[src/hw/spc_pkg.sv]
// constants, types and reset state of the serial port control block
package spc_pkg;
    // register addresses on the special-function bus
    localparam logic [7:0] SERIAL_PORT_CONTROL_ADDR = 8'h98;
    localparam logic [7:0] POWER_CONTROL_ADDR = 8'h87;
    localparam logic [7:0] SERIAL_DATA_ADDR = 8'h99;
    // serial_port_control field positions
    localparam int BIT_MODE_LOW_OR_FE = 7;
    localparam int BIT_MODE_HIGH = 6;
    localparam int BIT_MULTIPROC = 5;
    localparam int BIT_RX_ENABLE = 4;
    localparam int BIT_TX_NINTH = 3;
    localparam int BIT_RX_NINTH = 2;
    localparam int BIT_TX_DONE = 1;
    localparam int BIT_RX_DONE = 0;
    // power_control_register field positions
    localparam int BIT_BAUD_DOUBLE = 7;
    localparam int BIT_FE_VIEW = 6;
    // reset values
    localparam logic [7:0] SERIAL_PORT_CONTROL_RESET = 8'h00;
    localparam logic [1:0] POWER_CONTROL_RESET = 2'h0;
    // shift mode bit periods in clock (or timer overflow) units
    localparam logic [2:0] SHIFT_FAST_DIV = 3'h4;
    localparam logic [2:0] SHIFT_FAST_DIV_DBL = 3'h2;
    localparam logic [2:0] SHIFT_COMPAT_DIV = 3'h6;
    localparam logic [2:0] SHIFT_COMPAT_DIV_DBL = 3'h3;
    // oversampling and frame lengths
    localparam logic [3:0] OVERSAMPLE_LAST = 4'hF;
    localparam logic [3:0] SAMPLE_POINT = 4'h7;
    localparam logic [3:0] SHIFT_BITS = 4'h8;
    localparam logic [3:0] UART8_BITS = 4'hA;
    localparam logic [3:0] UART9_BITS = 4'hB;
    localparam logic [3:0] UART8_LAST_IDX = 4'h9;
    localparam logic [3:0] UART9_LAST_IDX = 4'hA;

    typedef enum logic [1:0] {
        SPC_SHIFT,
        SPC_UART8,
        SPC_UART9_FIXED,
        SPC_UART9_VAR
    } spc_mode_e;

    typedef struct packed {
        logic mode_select_low;
        logic mode_select_high;
        logic multiproc_or_clock_polarity;
        logic receive_enable;
        logic transmit_ninth_bit;
        logic receive_ninth_bit;
        logic transmit_done_flag;
        logic receive_done_flag;
        logic framing_error_flag;
        logic framing_error_view_select;
        logic baud_double_select;
        logic [7:0] rx_data;
        logic [7:0] rdata;
        logic irq;
        logic txd;
        logic rxd_out;
        logic rxd_oe;
        logic rxd_meta;
        logic rxd_sync;
        logic rxd_last;
        logic half;
        logic [2:0] phase;
        logic tx_busy;
        logic [3:0] tx_cnt;
        logic [3:0] tx_left;
        logic [10:0] tx_sh;
        logic rx_busy;
        logic [3:0] rx_cnt;
        logic [3:0] rx_idx;
        logic [8:0] rx_sh;
    } spc_state_s;

    localparam spc_state_s STATE_RESET = '{
        txd: 1'b1,
        rxd_out: 1'b1,
        rxd_meta: 1'b1,
        rxd_sync: 1'b1,
        rxd_last: 1'b1,
        tx_sh: 11'h7FF,
        default: '0
    };
endpackage

[src/hw/spc_serial_port.sv]
// serial port control, status flags and shift engines
// Notes on behaviour
// a frame whose stop bit is low sets the framing error flag.
// framing error stays set over good frames; only software writing zero clears.
// with view select set, control bit 7 reads and writes the framing flag.
// framing flag is updated even while it is hidden from control bit 7.
// control bit 7 is the low mode bit only while view select is zero.
// mode bits pick shift register, 8-bit uart, or two 9-bit uarts.
// mode 2 fixed /32 or /16; modes 1,3 timer; mode 0 /6,/3,/4,/2 or timer.
// baud double select, power control bit 7, picks the fixed divider.
// in mode 0 the polarity bit inverts the shift clock and its idle level.
// in modes 2 and 3 the transmit ninth bit is sent as ninth data bit.
// receive ninth bit holds ninth bit (modes 2,3) or stop bit (mode 1).
// transmit done sets after 8th bit (mode 0) or as the stop bit starts; software clears it.
// receive done sets after 8th bit (mode 0) or mid stop bit, filtered.
// framing error view select is power control bit 6.
// mode 0 receive starts on enable and done clear; others on start bit.
// with polarity bit set, receive done needs ninth bit or valid stop bit.
// control layout: bit7 mode low/fe, mode high, polarity, enable, tb, rb, done.
// one interrupt request is high while either done flag is set.
`timescale 1ns/1ps
module spc_serial_port (
    input wire logic clk_sys_i,
    input wire logic rst_n_i,
    input wire logic [7:0] sfr_addr_i,
    input wire logic sfr_wr_i,
    input wire logic [7:0] sfr_wdata_i,
    output logic [7:0] sfr_rdata_o,
    input wire logic timer1_ovf_i,
    input wire logic timer2_ovf_i,
    input wire logic baud_from_timer2_i,
    input wire logic compat_mode_i,
    output logic txd_o,
    input wire logic rxd_i,
    output logic rxd_o,
    output logic rxd_oe_o,
    output logic serial_irq_o
);

    // decode of the two mode bits
    function automatic spc_pkg::spc_mode_e mode_of(input logic lo,
                                                   input logic hi);
        mode_of = spc_pkg::spc_mode_e'({lo, hi});
    endfunction

    // shift mode bit period
    function automatic logic [2:0] shift_period(input logic timer,
                                                input logic compat,
                                                input logic dbl);
        if (compat && !timer) begin
            shift_period = dbl ? spc_pkg::SHIFT_COMPAT_DIV_DBL
                               : spc_pkg::SHIFT_COMPAT_DIV;
        end else begin
            shift_period = dbl ? spc_pkg::SHIFT_FAST_DIV_DBL
                               : spc_pkg::SHIFT_FAST_DIV;
        end
    endfunction

    logic [1:0] rst_pipe;
    logic rst_n;
    spc_pkg::spc_state_s s;
    spc_pkg::spc_state_s n;

    // reset release through two flops
    always_ff @(posedge clk_sys_i or negedge rst_n_i) begin
        if (!rst_n_i) begin
            rst_pipe <= 2'h0;
        end else begin
            rst_pipe <= {rst_pipe[0], 1'b1};
        end
    end
    assign rst_n = rst_pipe[1];

    // state register
    always_ff @(posedge clk_sys_i or negedge rst_n) begin
        if (!rst_n) begin
            s <= spc_pkg::STATE_RESET;
        end else begin
            s <= n;
        end
    end

    // next state
    always_comb begin
        spc_pkg::spc_mode_e mode;
        logic [2:0] per;
        logic e;
        logic e0;
        logic s16;
        logic m0_end;
        logic wr_ctl;
        logic wr_pwr;
        logic wr_buf;
        logic bit_in;
        logic [3:0] last_idx;
        logic [8:0] sh;
        n = s;
        mode = mode_of(s.mode_select_low, s.mode_select_high);
        per = shift_period(s.transmit_ninth_bit, compat_mode_i,
                           s.baud_double_select);
        wr_ctl = sfr_wr_i && sfr_addr_i == spc_pkg::SERIAL_PORT_CONTROL_ADDR;
        wr_pwr = sfr_wr_i && sfr_addr_i == spc_pkg::POWER_CONTROL_ADDR;
        wr_buf = sfr_wr_i && sfr_addr_i == spc_pkg::SERIAL_DATA_ADDR;
        last_idx = (mode == spc_pkg::SPC_UART8) ? spc_pkg::UART8_LAST_IDX
                                                : spc_pkg::UART9_LAST_IDX;
        bit_in = 1'b0;
        sh = s.rx_sh;

        // receive pin synchroniser and edge history
        n.rxd_meta = rxd_i;
        n.rxd_sync = s.rxd_meta;
        n.rxd_last = s.rxd_sync;

        // 16x sample tick for the uart modes
        e = baud_from_timer2_i ? timer2_ovf_i : timer1_ovf_i;
        if (mode == spc_pkg::SPC_UART9_FIXED) begin
            e = 1'b1;
        end
        if (e) begin
            n.half = ~s.half;
        end
        s16 = e && (s.baud_double_select || s.half);

        // shift mode bit timing
        e0 = s.transmit_ninth_bit ? timer1_ovf_i : 1'b1;
        m0_end = e0 && (s.phase == per - 3'h1);
        if (mode == spc_pkg::SPC_SHIFT && (s.tx_busy || s.rx_busy) && e0) begin
            n.phase = m0_end ? 3'h0 : s.phase + 3'h1;
        end

        // software writes
        if (wr_ctl) begin
            if (s.framing_error_view_select) begin
                n.framing_error_flag =
                    sfr_wdata_i[spc_pkg::BIT_MODE_LOW_OR_FE];
            end else begin
                n.mode_select_low =
                    sfr_wdata_i[spc_pkg::BIT_MODE_LOW_OR_FE];
            end
            n.mode_select_high = sfr_wdata_i[spc_pkg::BIT_MODE_HIGH];
            n.multiproc_or_clock_polarity = sfr_wdata_i[spc_pkg::BIT_MULTIPROC];
            n.receive_enable = sfr_wdata_i[spc_pkg::BIT_RX_ENABLE];
            n.transmit_ninth_bit = sfr_wdata_i[spc_pkg::BIT_TX_NINTH];
            n.receive_ninth_bit = sfr_wdata_i[spc_pkg::BIT_RX_NINTH];
            n.transmit_done_flag = sfr_wdata_i[spc_pkg::BIT_TX_DONE];
            n.receive_done_flag = sfr_wdata_i[spc_pkg::BIT_RX_DONE];
        end
        if (wr_pwr) begin
            n.baud_double_select = sfr_wdata_i[spc_pkg::BIT_BAUD_DOUBLE];
            n.framing_error_view_select =
                sfr_wdata_i[spc_pkg::BIT_FE_VIEW];
        end

        // transmit engine
        if (wr_buf) begin
            n.tx_busy = 1'b1;
            n.tx_cnt = 4'h0;
            n.phase = 3'h0;
            if (mode == spc_pkg::SPC_SHIFT) begin
                n.tx_sh = {3'h7, sfr_wdata_i};
                n.tx_left = spc_pkg::SHIFT_BITS;
                n.rx_busy = 1'b0;
            end else if (mode == spc_pkg::SPC_UART8) begin
                n.tx_sh = {2'h3, sfr_wdata_i, 1'b0};
                n.tx_left = spc_pkg::UART8_BITS;
            end else begin
                n.tx_sh = {1'b1, s.transmit_ninth_bit, sfr_wdata_i,
                           1'b0};
                n.tx_left = spc_pkg::UART9_BITS;
            end
        end else if (s.tx_busy && mode == spc_pkg::SPC_SHIFT) begin
            if (m0_end) begin
                n.tx_sh = {1'b1, s.tx_sh[10:1]};
                n.tx_left = s.tx_left - 4'h1;
                if (s.tx_left == 4'h1) begin
                    n.tx_busy = 1'b0;
                    n.transmit_done_flag = 1'b1;
                end
            end
        end else if (s.tx_busy && s16) begin
            n.tx_cnt = s.tx_cnt + 4'h1;
            if (s.tx_cnt == spc_pkg::OVERSAMPLE_LAST) begin
                n.tx_sh = {1'b1, s.tx_sh[10:1]};
                n.tx_left = s.tx_left - 4'h1;
                if (s.tx_left == 4'h2) begin
                    n.transmit_done_flag = 1'b1;
                end
                if (s.tx_left == 4'h1) begin
                    n.tx_busy = 1'b0;
                end
            end
        end

        // receive engine
        if (mode == spc_pkg::SPC_SHIFT) begin
            if (!s.rx_busy) begin
                if (s.receive_enable && !s.receive_done_flag && !s.tx_busy
                    && !wr_buf) begin
                    n.rx_busy = 1'b1;
                    n.rx_idx = spc_pkg::SHIFT_BITS;
                    n.phase = 3'h0;
                end
            end else if (m0_end) begin
                sh = {s.rxd_sync, s.rx_sh[8:1]};
                n.rx_sh = sh;
                n.rx_idx = s.rx_idx - 4'h1;
                if (s.rx_idx == 4'h1) begin
                    n.rx_busy = 1'b0;
                    n.rx_data = sh[8:1];
                    n.receive_done_flag = 1'b1;
                end
            end
        end else if (!s.rx_busy) begin
            if (s.receive_enable && s.rxd_last && !s.rxd_sync) begin
                n.rx_busy = 1'b1;
                n.rx_idx = 4'h0;
                n.rx_cnt = 4'h0;
            end
        end else if (s16) begin
            n.rx_cnt = s.rx_cnt + 4'h1;
            if (s.rx_cnt == spc_pkg::SAMPLE_POINT) begin
                bit_in = s.rxd_sync;
                n.rx_idx = s.rx_idx + 4'h1;
                if (s.rx_idx == 4'h0) begin
                    n.rx_busy = !bit_in; // false start drops the frame
                end else begin
                    if (s.rx_idx <= spc_pkg::UART8_LAST_IDX) begin
                        sh = {bit_in, s.rx_sh[8:1]};
                        n.rx_sh = sh;
                    end
                    if (s.rx_idx == last_idx) begin
                        n.rx_busy = 1'b0;
                        if (!bit_in) begin
                            n.framing_error_flag = 1'b1;
                        end
                        if (!s.multiproc_or_clock_polarity || sh[8]) begin
                            n.receive_done_flag = 1'b1;
                            n.rx_data = sh[7:0];
                            n.receive_ninth_bit = sh[8];
                        end
                    end
                end
            end
        end

        // registered pins and request
        n.irq = n.transmit_done_flag || n.receive_done_flag;
        if (mode == spc_pkg::SPC_SHIFT) begin
            n.txd = !(s.tx_busy || s.rx_busy) || (s.phase >= (per >> 1));
            n.txd = n.txd ^ s.multiproc_or_clock_polarity;
        end else begin
            n.txd = s.tx_sh[0];
        end
        n.rxd_out = s.tx_sh[0];
        n.rxd_oe = (mode == spc_pkg::SPC_SHIFT) && s.tx_busy;

        // read data
        case (sfr_addr_i)
            spc_pkg::SERIAL_PORT_CONTROL_ADDR: begin
                n.rdata = {s.framing_error_view_select ? s.framing_error_flag
                                                       : s.mode_select_low,
                           s.mode_select_high, s.multiproc_or_clock_polarity,
                           s.receive_enable, s.transmit_ninth_bit,
                           s.receive_ninth_bit, s.transmit_done_flag,
                           s.receive_done_flag};
            end
            spc_pkg::POWER_CONTROL_ADDR: begin
                n.rdata = {s.baud_double_select, s.framing_error_view_select,
                           6'h00};
            end
            spc_pkg::SERIAL_DATA_ADDR: begin
                n.rdata = s.rx_data;
            end
            default: begin
                n.rdata = 8'h00;
            end
        endcase
    end

    // outputs
    assign sfr_rdata_o = s.rdata;
    assign txd_o = s.txd;
    assign rxd_o = s.rxd_out;
    assign rxd_oe_o = s.rxd_oe;
    assign serial_irq_o = s.irq;
endmodule

[config.mk]
export PLATFORM = sky130hd
export DESIGN_NAME = spc_serial_port
export DESIGN_NICKNAME = d
export VERILOG_FILES = /design/src/hw/spc_pkg.sv /design/src/hw/spc_serial_port.sv
export SDC_FILE = /design/constraint.sdc
export NUM_CORES = 1
export LEC_CHECK = 0
export BUFFER_PORTS_ARGS = -buffer_cell sky130_fd_sc_hd__buf_2
export CAP_MARGIN = 10
export CORE_MARGIN = 2
export CORE_UTILIZATION = 50
export DETAILED_ROUTE_END_ITERATION = 6
export GPL_TIMING_DRIVEN = 1
export PLACE_DENSITY = 0.68
export SYNTH_ARGS = -nofsm -noshare
export SYNTH_HDL_FRONTEND = slang
export SYNTH_SLANG_ARGS = --single-unit
[constraint.sdc]
create_clock -name clk_sys_i -period 2.35 [get_ports clk_sys_i]
set_clock_uncertainty 0.1 [all_clocks]
set_input_delay 0.235 -clock clk_sys_i [delete_from_list [all_inputs] [get_ports clk_sys_i]]
set_output_delay 0.235 -clock clk_sys_i [all_outputs]
set_load 0.05 [all_outputs]
== Word-level counts from Yosys, hierarchy flattened ==
Cells that the tools add are included.

* Add/sub/neg operators: 7
* Order comparisons: 2
* Equality and inequality tests: 22
* Muxes and demuxes: 92
* Bitwise logic cells: 4
* Reductions and logical operators: 45

{| class="wikitable"
|+ Operators with widths
! cell !! count
|-
| $mux W9 || 10
|-
| $mux W8 || 10
|-
| $mux W13 || 4
|-
| $mux W15 || 3
|-
| $mux W1 || 41
|-
| $mux W20 || 2
|-
| $mux W3 || 9
|-
| $eq A8 B8 Y1 const B || 3
|-
| $pmux W8 S3 || 1
|-
| $mux W18 || 1
|-
| $mux W4 || 4
|-
| $logic_and A1 B1 Y1 || 15
|-
| $add A4 B1 Y4 const B || 3
|-
| $mux W12 || 1
|-
| $mux W2 || 6
|-
| $reduce_bool A2 Y1 || 6
|-
| $reduce_and A5 Y1 || 2
|-
| $ne A3 B1 Y1 const B || 3
|-
| $reduce_bool A3 Y1 || 3
|-
| $eq A4 B1 Y1 const B || 2
|-
| $reduce_and A8 Y1 || 1
|-
| $sub A4 B1 Y4 const B || 2
|-
| $logic_not A1 Y1 || 7
|-
| $ne A2 B1 Y1 const B || 3
|-
| 20 further kinds || 30
|}

* Bits in registers: 78
* Input bits: 24
* Output and inout bits: 12
* Word-level logic and storage cells: 203

== Depth between registers and ports, before layout ==
* Depth after elaboration: 16
* Gate-level depth with buffers: 9
* Gate-level depth less buffers: 9

== Worst setup path after synthesis ==
Ideal clock, no wire load.

* Kind: reg2reg
* From: reg s[71] in the netlist's numbering
* To: reg s[30] in the netlist's numbering
* Library setup time: 77 ps
* Arrival time: 2305 ps
* Path slack: -132 ps
* Stages on the path, launching flop included: 9
* Period minus slack after synthesis: 2482 ps
* Cells stage by stage: dfrtp_1 > nor2b_1 > ha_1 > xor2_1 > or4_4 > a2bb2o_4 > buf_12 > mux2_2 > a21oi_1

* Longest elaborated chain between the ends: 8
* Elaborated cells between the ends (all ways): 9
* Classes of those cells: add/sub: 1; eq/ne: 2; mux: 2; reduce/logical: 4

{| class="wikitable"
|+ Ends and longest elaborated chain
! element !! line !! RTL
|-
| start: declaration || spc_serial_port.sv:61 || <nowiki>spc_pkg::spc_state_s s;</nowiki>
|-
| start signal: assignment || spc_serial_port.sv:77 || <nowiki>s <= spc_pkg::STATE_RESET;</nowiki>
|-
| start signal: assignment || spc_serial_port.sv:79 || <nowiki>s <= n;</nowiki>
|-
| $logic_not A1 Y1 || spc_serial_port.sv:50 || <nowiki>if (compat && !timer) begin</nowiki>
|-
| $logic_and A1 B1 Y1 || spc_serial_port.sv:50 ||
|-
| $mux W3 || spc_serial_port.sv:50 ||
|-
| $sub A3 B1 Y3 || spc_serial_port.sv:126 || <nowiki>m0_end = e0 && (s.phase == per - 3'h1);</nowiki>
|-
| $eq A3 B3 Y1 || spc_serial_port.sv:126 ||
|-
| $logic_and A1 B1 Y1 (*) || spc_serial_port.sv:126 ||
|-
| $ne A3 B1 Y1 (no line) (*) || n/a ||
|-
| $reduce_and A3 Y1 (no line) (*) || n/a ||
|}

Every way passes the cells marked *; elsewhere a longest branch is shown, timed or not.
A chain may end at the register's enable or synchronous reset.

== Final worst setup path ==
* From: reg s[71] in the netlist's numbering
* To: reg s[26] in the netlist's numbering

Same word-level chain as after synthesis.

==> flow_metrics.py <==
metrics = {
    "status": {
        "outcome": "finished clean",
    },
    "setup_path": {
        "setup.worst_path.class": "flip-flop to flip-flop",
        "start_kind": "flip-flop",
        "crit_required_ps": 2520,
        "arrival_ps": 2480,
        "critical_path.max_fanout": 8,
        "cp-end-kind": "flip-flop",
    },
    "global_route": {
        "grt_use_total": 0.217,
        "grt_pass1_wl_um": 15300,
        "antenna_found_initial": 0,
        "first_global_vias": 3136,
        "grt_max_degree": 76,
        "gr-total-overflow": 0,
    },
    "clocking": {
        "clk_transition_reported_paths_ps": 90,
        "cts_buffers": 9,
        "insertion_delay_ps": 360,
        "cts_buffer_depth": 2,
        "cts_root_buffer": "clkbuf_8",
        "cts_sinks": 77,
        "htreeDepth": 3,
        "cts_tree": "built",
        "post-cts-setup-buffers": 0,
    },
    "timing": {
        "slew_viol_final": 0,
        "post-route-period-util": 0.982,
        "period_minus_slack_ps": 2310,
        "hold_viol": 0,
        "finalSetupViolCount": 0,
        "tightest_slew_ps": 530,
        "slew_headroom": 0.647,
        "fmax_mhz": 433,
        "worst_slack_ps": 41.4,
        "holdWs_ps": 25.7,
    },
    "power": {
        "p_comb_frac": 0.333,
        "power_uw": 4500,
        "pwr-share-seq": 0.425,
        "intPower_uw": 2900,
        "p_leak_uw": 0.00244,
        "pwr_density_cell_nw_per_um2": 903,
        "switchingPower_uw": 1600,
        "power_frac_clock": 0.241,
        "netSwitchingFraction": 0.355,
        "irDropWorstVdd_v": 0.000527,
    },
    "final_layout": {
        "antenna_cells": 0,
        "fillerInstances": 678,
        "multi_input_area_um2": 2160,
        "nNetsFinal": 500,
        "regArea_um2": 1950,
        "drive_gt1_frac": 0.323,
        "areaGrowthSynthToFinish_pct": 17.1,
        "finalInstanceArea_um2": 4980,
    },
    "floorplan": {
        "initial_utilization": 0.518,
        "rows": 33,
        "die_area_um2": 9260,
        "fp.dieW_um": 96.2,
        "io_pins": 36,
        "dieHeight_um": 96.2,
        "core_area_um2": 8220,
    },
    "placement": {
        "routabilityCongestion": 0.857,
        "io_buffers": 35,
        "place_ws_ps": -26.3,
        "dpl.hpwl_um": 6760,
        "placed_area_um2": 4650,
    },
    "logic_synthesis": {
        "syn_area_um2": 4250,
        "async_reset_ff_frac": 1.00,
        "ys.flop_type": "dfrtp_1",
        "netlist_top_cells_count": "dfrtp_1, nand2_1, mux2_2",
        "yosysTopAreaCellShare": 0.365,
        "synth_edf_count": 0,
        "synth.distinct_cells": 64,
        "synth.largest_area_cell": "dfrtp_1",
        "post-synth-top-count-cell": "dfrtp_1",
        "synthCells": 409,
        "ys_seq_area_frac": 0.457,
        "syn_area_per_cell_um2": 10.4,
        "ys_warn_count": 0,
        "ys_ff_latch": 77,
        "synth_nets": 447,
        "synthTopCellsByArea": "dfrtp_1, dfstp_2, mux2_2",
    },
    "worst_hold_path": {
        "worst_hold_path_type": "primary input to flip-flop",
    },
    "route": {
        "ant_nets": 0,
        "drtPass1Iterations": 4,
        "wire_per_inst_um": 16.8,
        "drt-vias-per-instance": 5.64,
        "route.detailed.drc": 0,
        "drtIter0Drc": 145,
        "finalWirelength_um": 9590,
        "vias": 3225,
    },
    "flow_run": {
        "drv_cap": 0,
    },
}
[sequential cells by signal, summed over array words and instances, names as in the netlist]
signal	flops
s	60
sfr_rdata_o	8
rxd_oe_o	1
rxd_o	1
rst_pipe	2
serial_irq_o	1
n	3
txd_o	1
[what timing repair did]
action | 4_1_cts | 5_1_grt
hold buffers | 2 | 0
gates resized for setup | 3 | 11
gates cloned | 0 | 1
endpoints found under the hold margin | 3 | 0
pin swaps | 2 | 3
endpoints found under the setup margin | 17 | 26
[final timing paths]
| check | end | startpoint | depth (start not counted) | slack (ps) |
|---|---|---|---|---|
| max | s[26] | s[71] | 8 | 40 |
| min | n[46] | sfr_wdata_i[0] | 3 | 30 |
| max reg2reg | s[26] | s[71] | 8 | 40 |
| min reg2reg | s[0] | rst_pipe[1] | 1 | 170 |
| max in group asynchronous | s[25] | rst_pipe[1] | 1 | 1590 |
| min in group asynchronous | rst_pipe[0] | rst_n_i | 2 | 90 |
[cells by family after synthesis]
family,count (synthesis),share of synthesized area
AOI/OAI and AO/OA,81,0.130
buffers and inverters,38,0.0526
muxes,53,0.133
xor gates and xnor gates,10,0.0206
DFF,77,0.457
adders and majority gates,14,0.0412
other,1,0.000882
and+or+nand+nor,135,0.164
[placed cells by master, fill, tap and decap left out, types with 4 or more instances in the layout]
| master | n |
|---|---|
| a21oi_1 | 20 |
| a22o_1 | 7 |
| and3_1 | 13 |
| buf_2 | 35 |
| buf_4 | 26 |
| clkbuf_8 | 10 |
| dfrtp_1 | 61 |
| dfstp_2 | 15 |
| ha_1 | 13 |
| inv_1 | 13 |
| mux2_2 | 28 |
| mux2i_1 | 24 |
| nand2_1 | 45 |
| nand3_1 | 11 |
| nand4_1 | 6 |
| nor2_1 | 19 |
| nor3_1 | 9 |
| o21ai_0 | 20 |
| xnor2_1 | 4 |
| xor2_1 | 5 |
[routing by layer]
metal | global-route usage | part of all wire | routed length [µm]
met5 | 0 | 0 | 0
met4 | 0.100 | 0.029 | 278
met3 | 0.0352 | 0.045 | 428
met2 | 0.350 | 0.46 | 4440
met1 | 0.284 | 0.46 | 4440
[final cells by class]
type / count / area share
inverters: 13 / 0.00980
repair buffers: 67 / 0.0955
clock buffers: 12 / 0.0334
flip-flops and latches: 77 / 0.391
well taps: 105 / 0.0264
clock inverters: 4 / 0.0108
multi-input cells: 294 / 0.433
[through the flow]
step            util  instances  setup TNS (ps)
5_1_grt        0.606        572           -50.1
3_3_place_gp   0.566        553           -43.4
2_1_floorplan      -        409            -288
3_5_place_dp   0.566        553            -195
6_report       0.606        572               0
4_1_cts        0.597        571               0
[power by group through the flow]
stage | Combinational (µW) | Sequential [µW] | Clock (µW)
floorplan | 958 | 1920 | 0
finish | 1500 | 1910 | 1080
global route | 1670 | 1950 | 1170
CTS | 1450 | 1900 | 1120
detailed placement | 1430 | 1920 | 0
global placement | 1380 | 1910 | 0
[critical path, stage by stage, from the launching register on]
cell and delay [ps]:
dfrtp_1 410, nor2b_4 160, ha_1 200, xnor2_1 110, or4_4 540, a2bb2o_4 300
buf_12 140, mux2i_1 190, a21oi_1 90
Power figures use the tool's default switching activity.
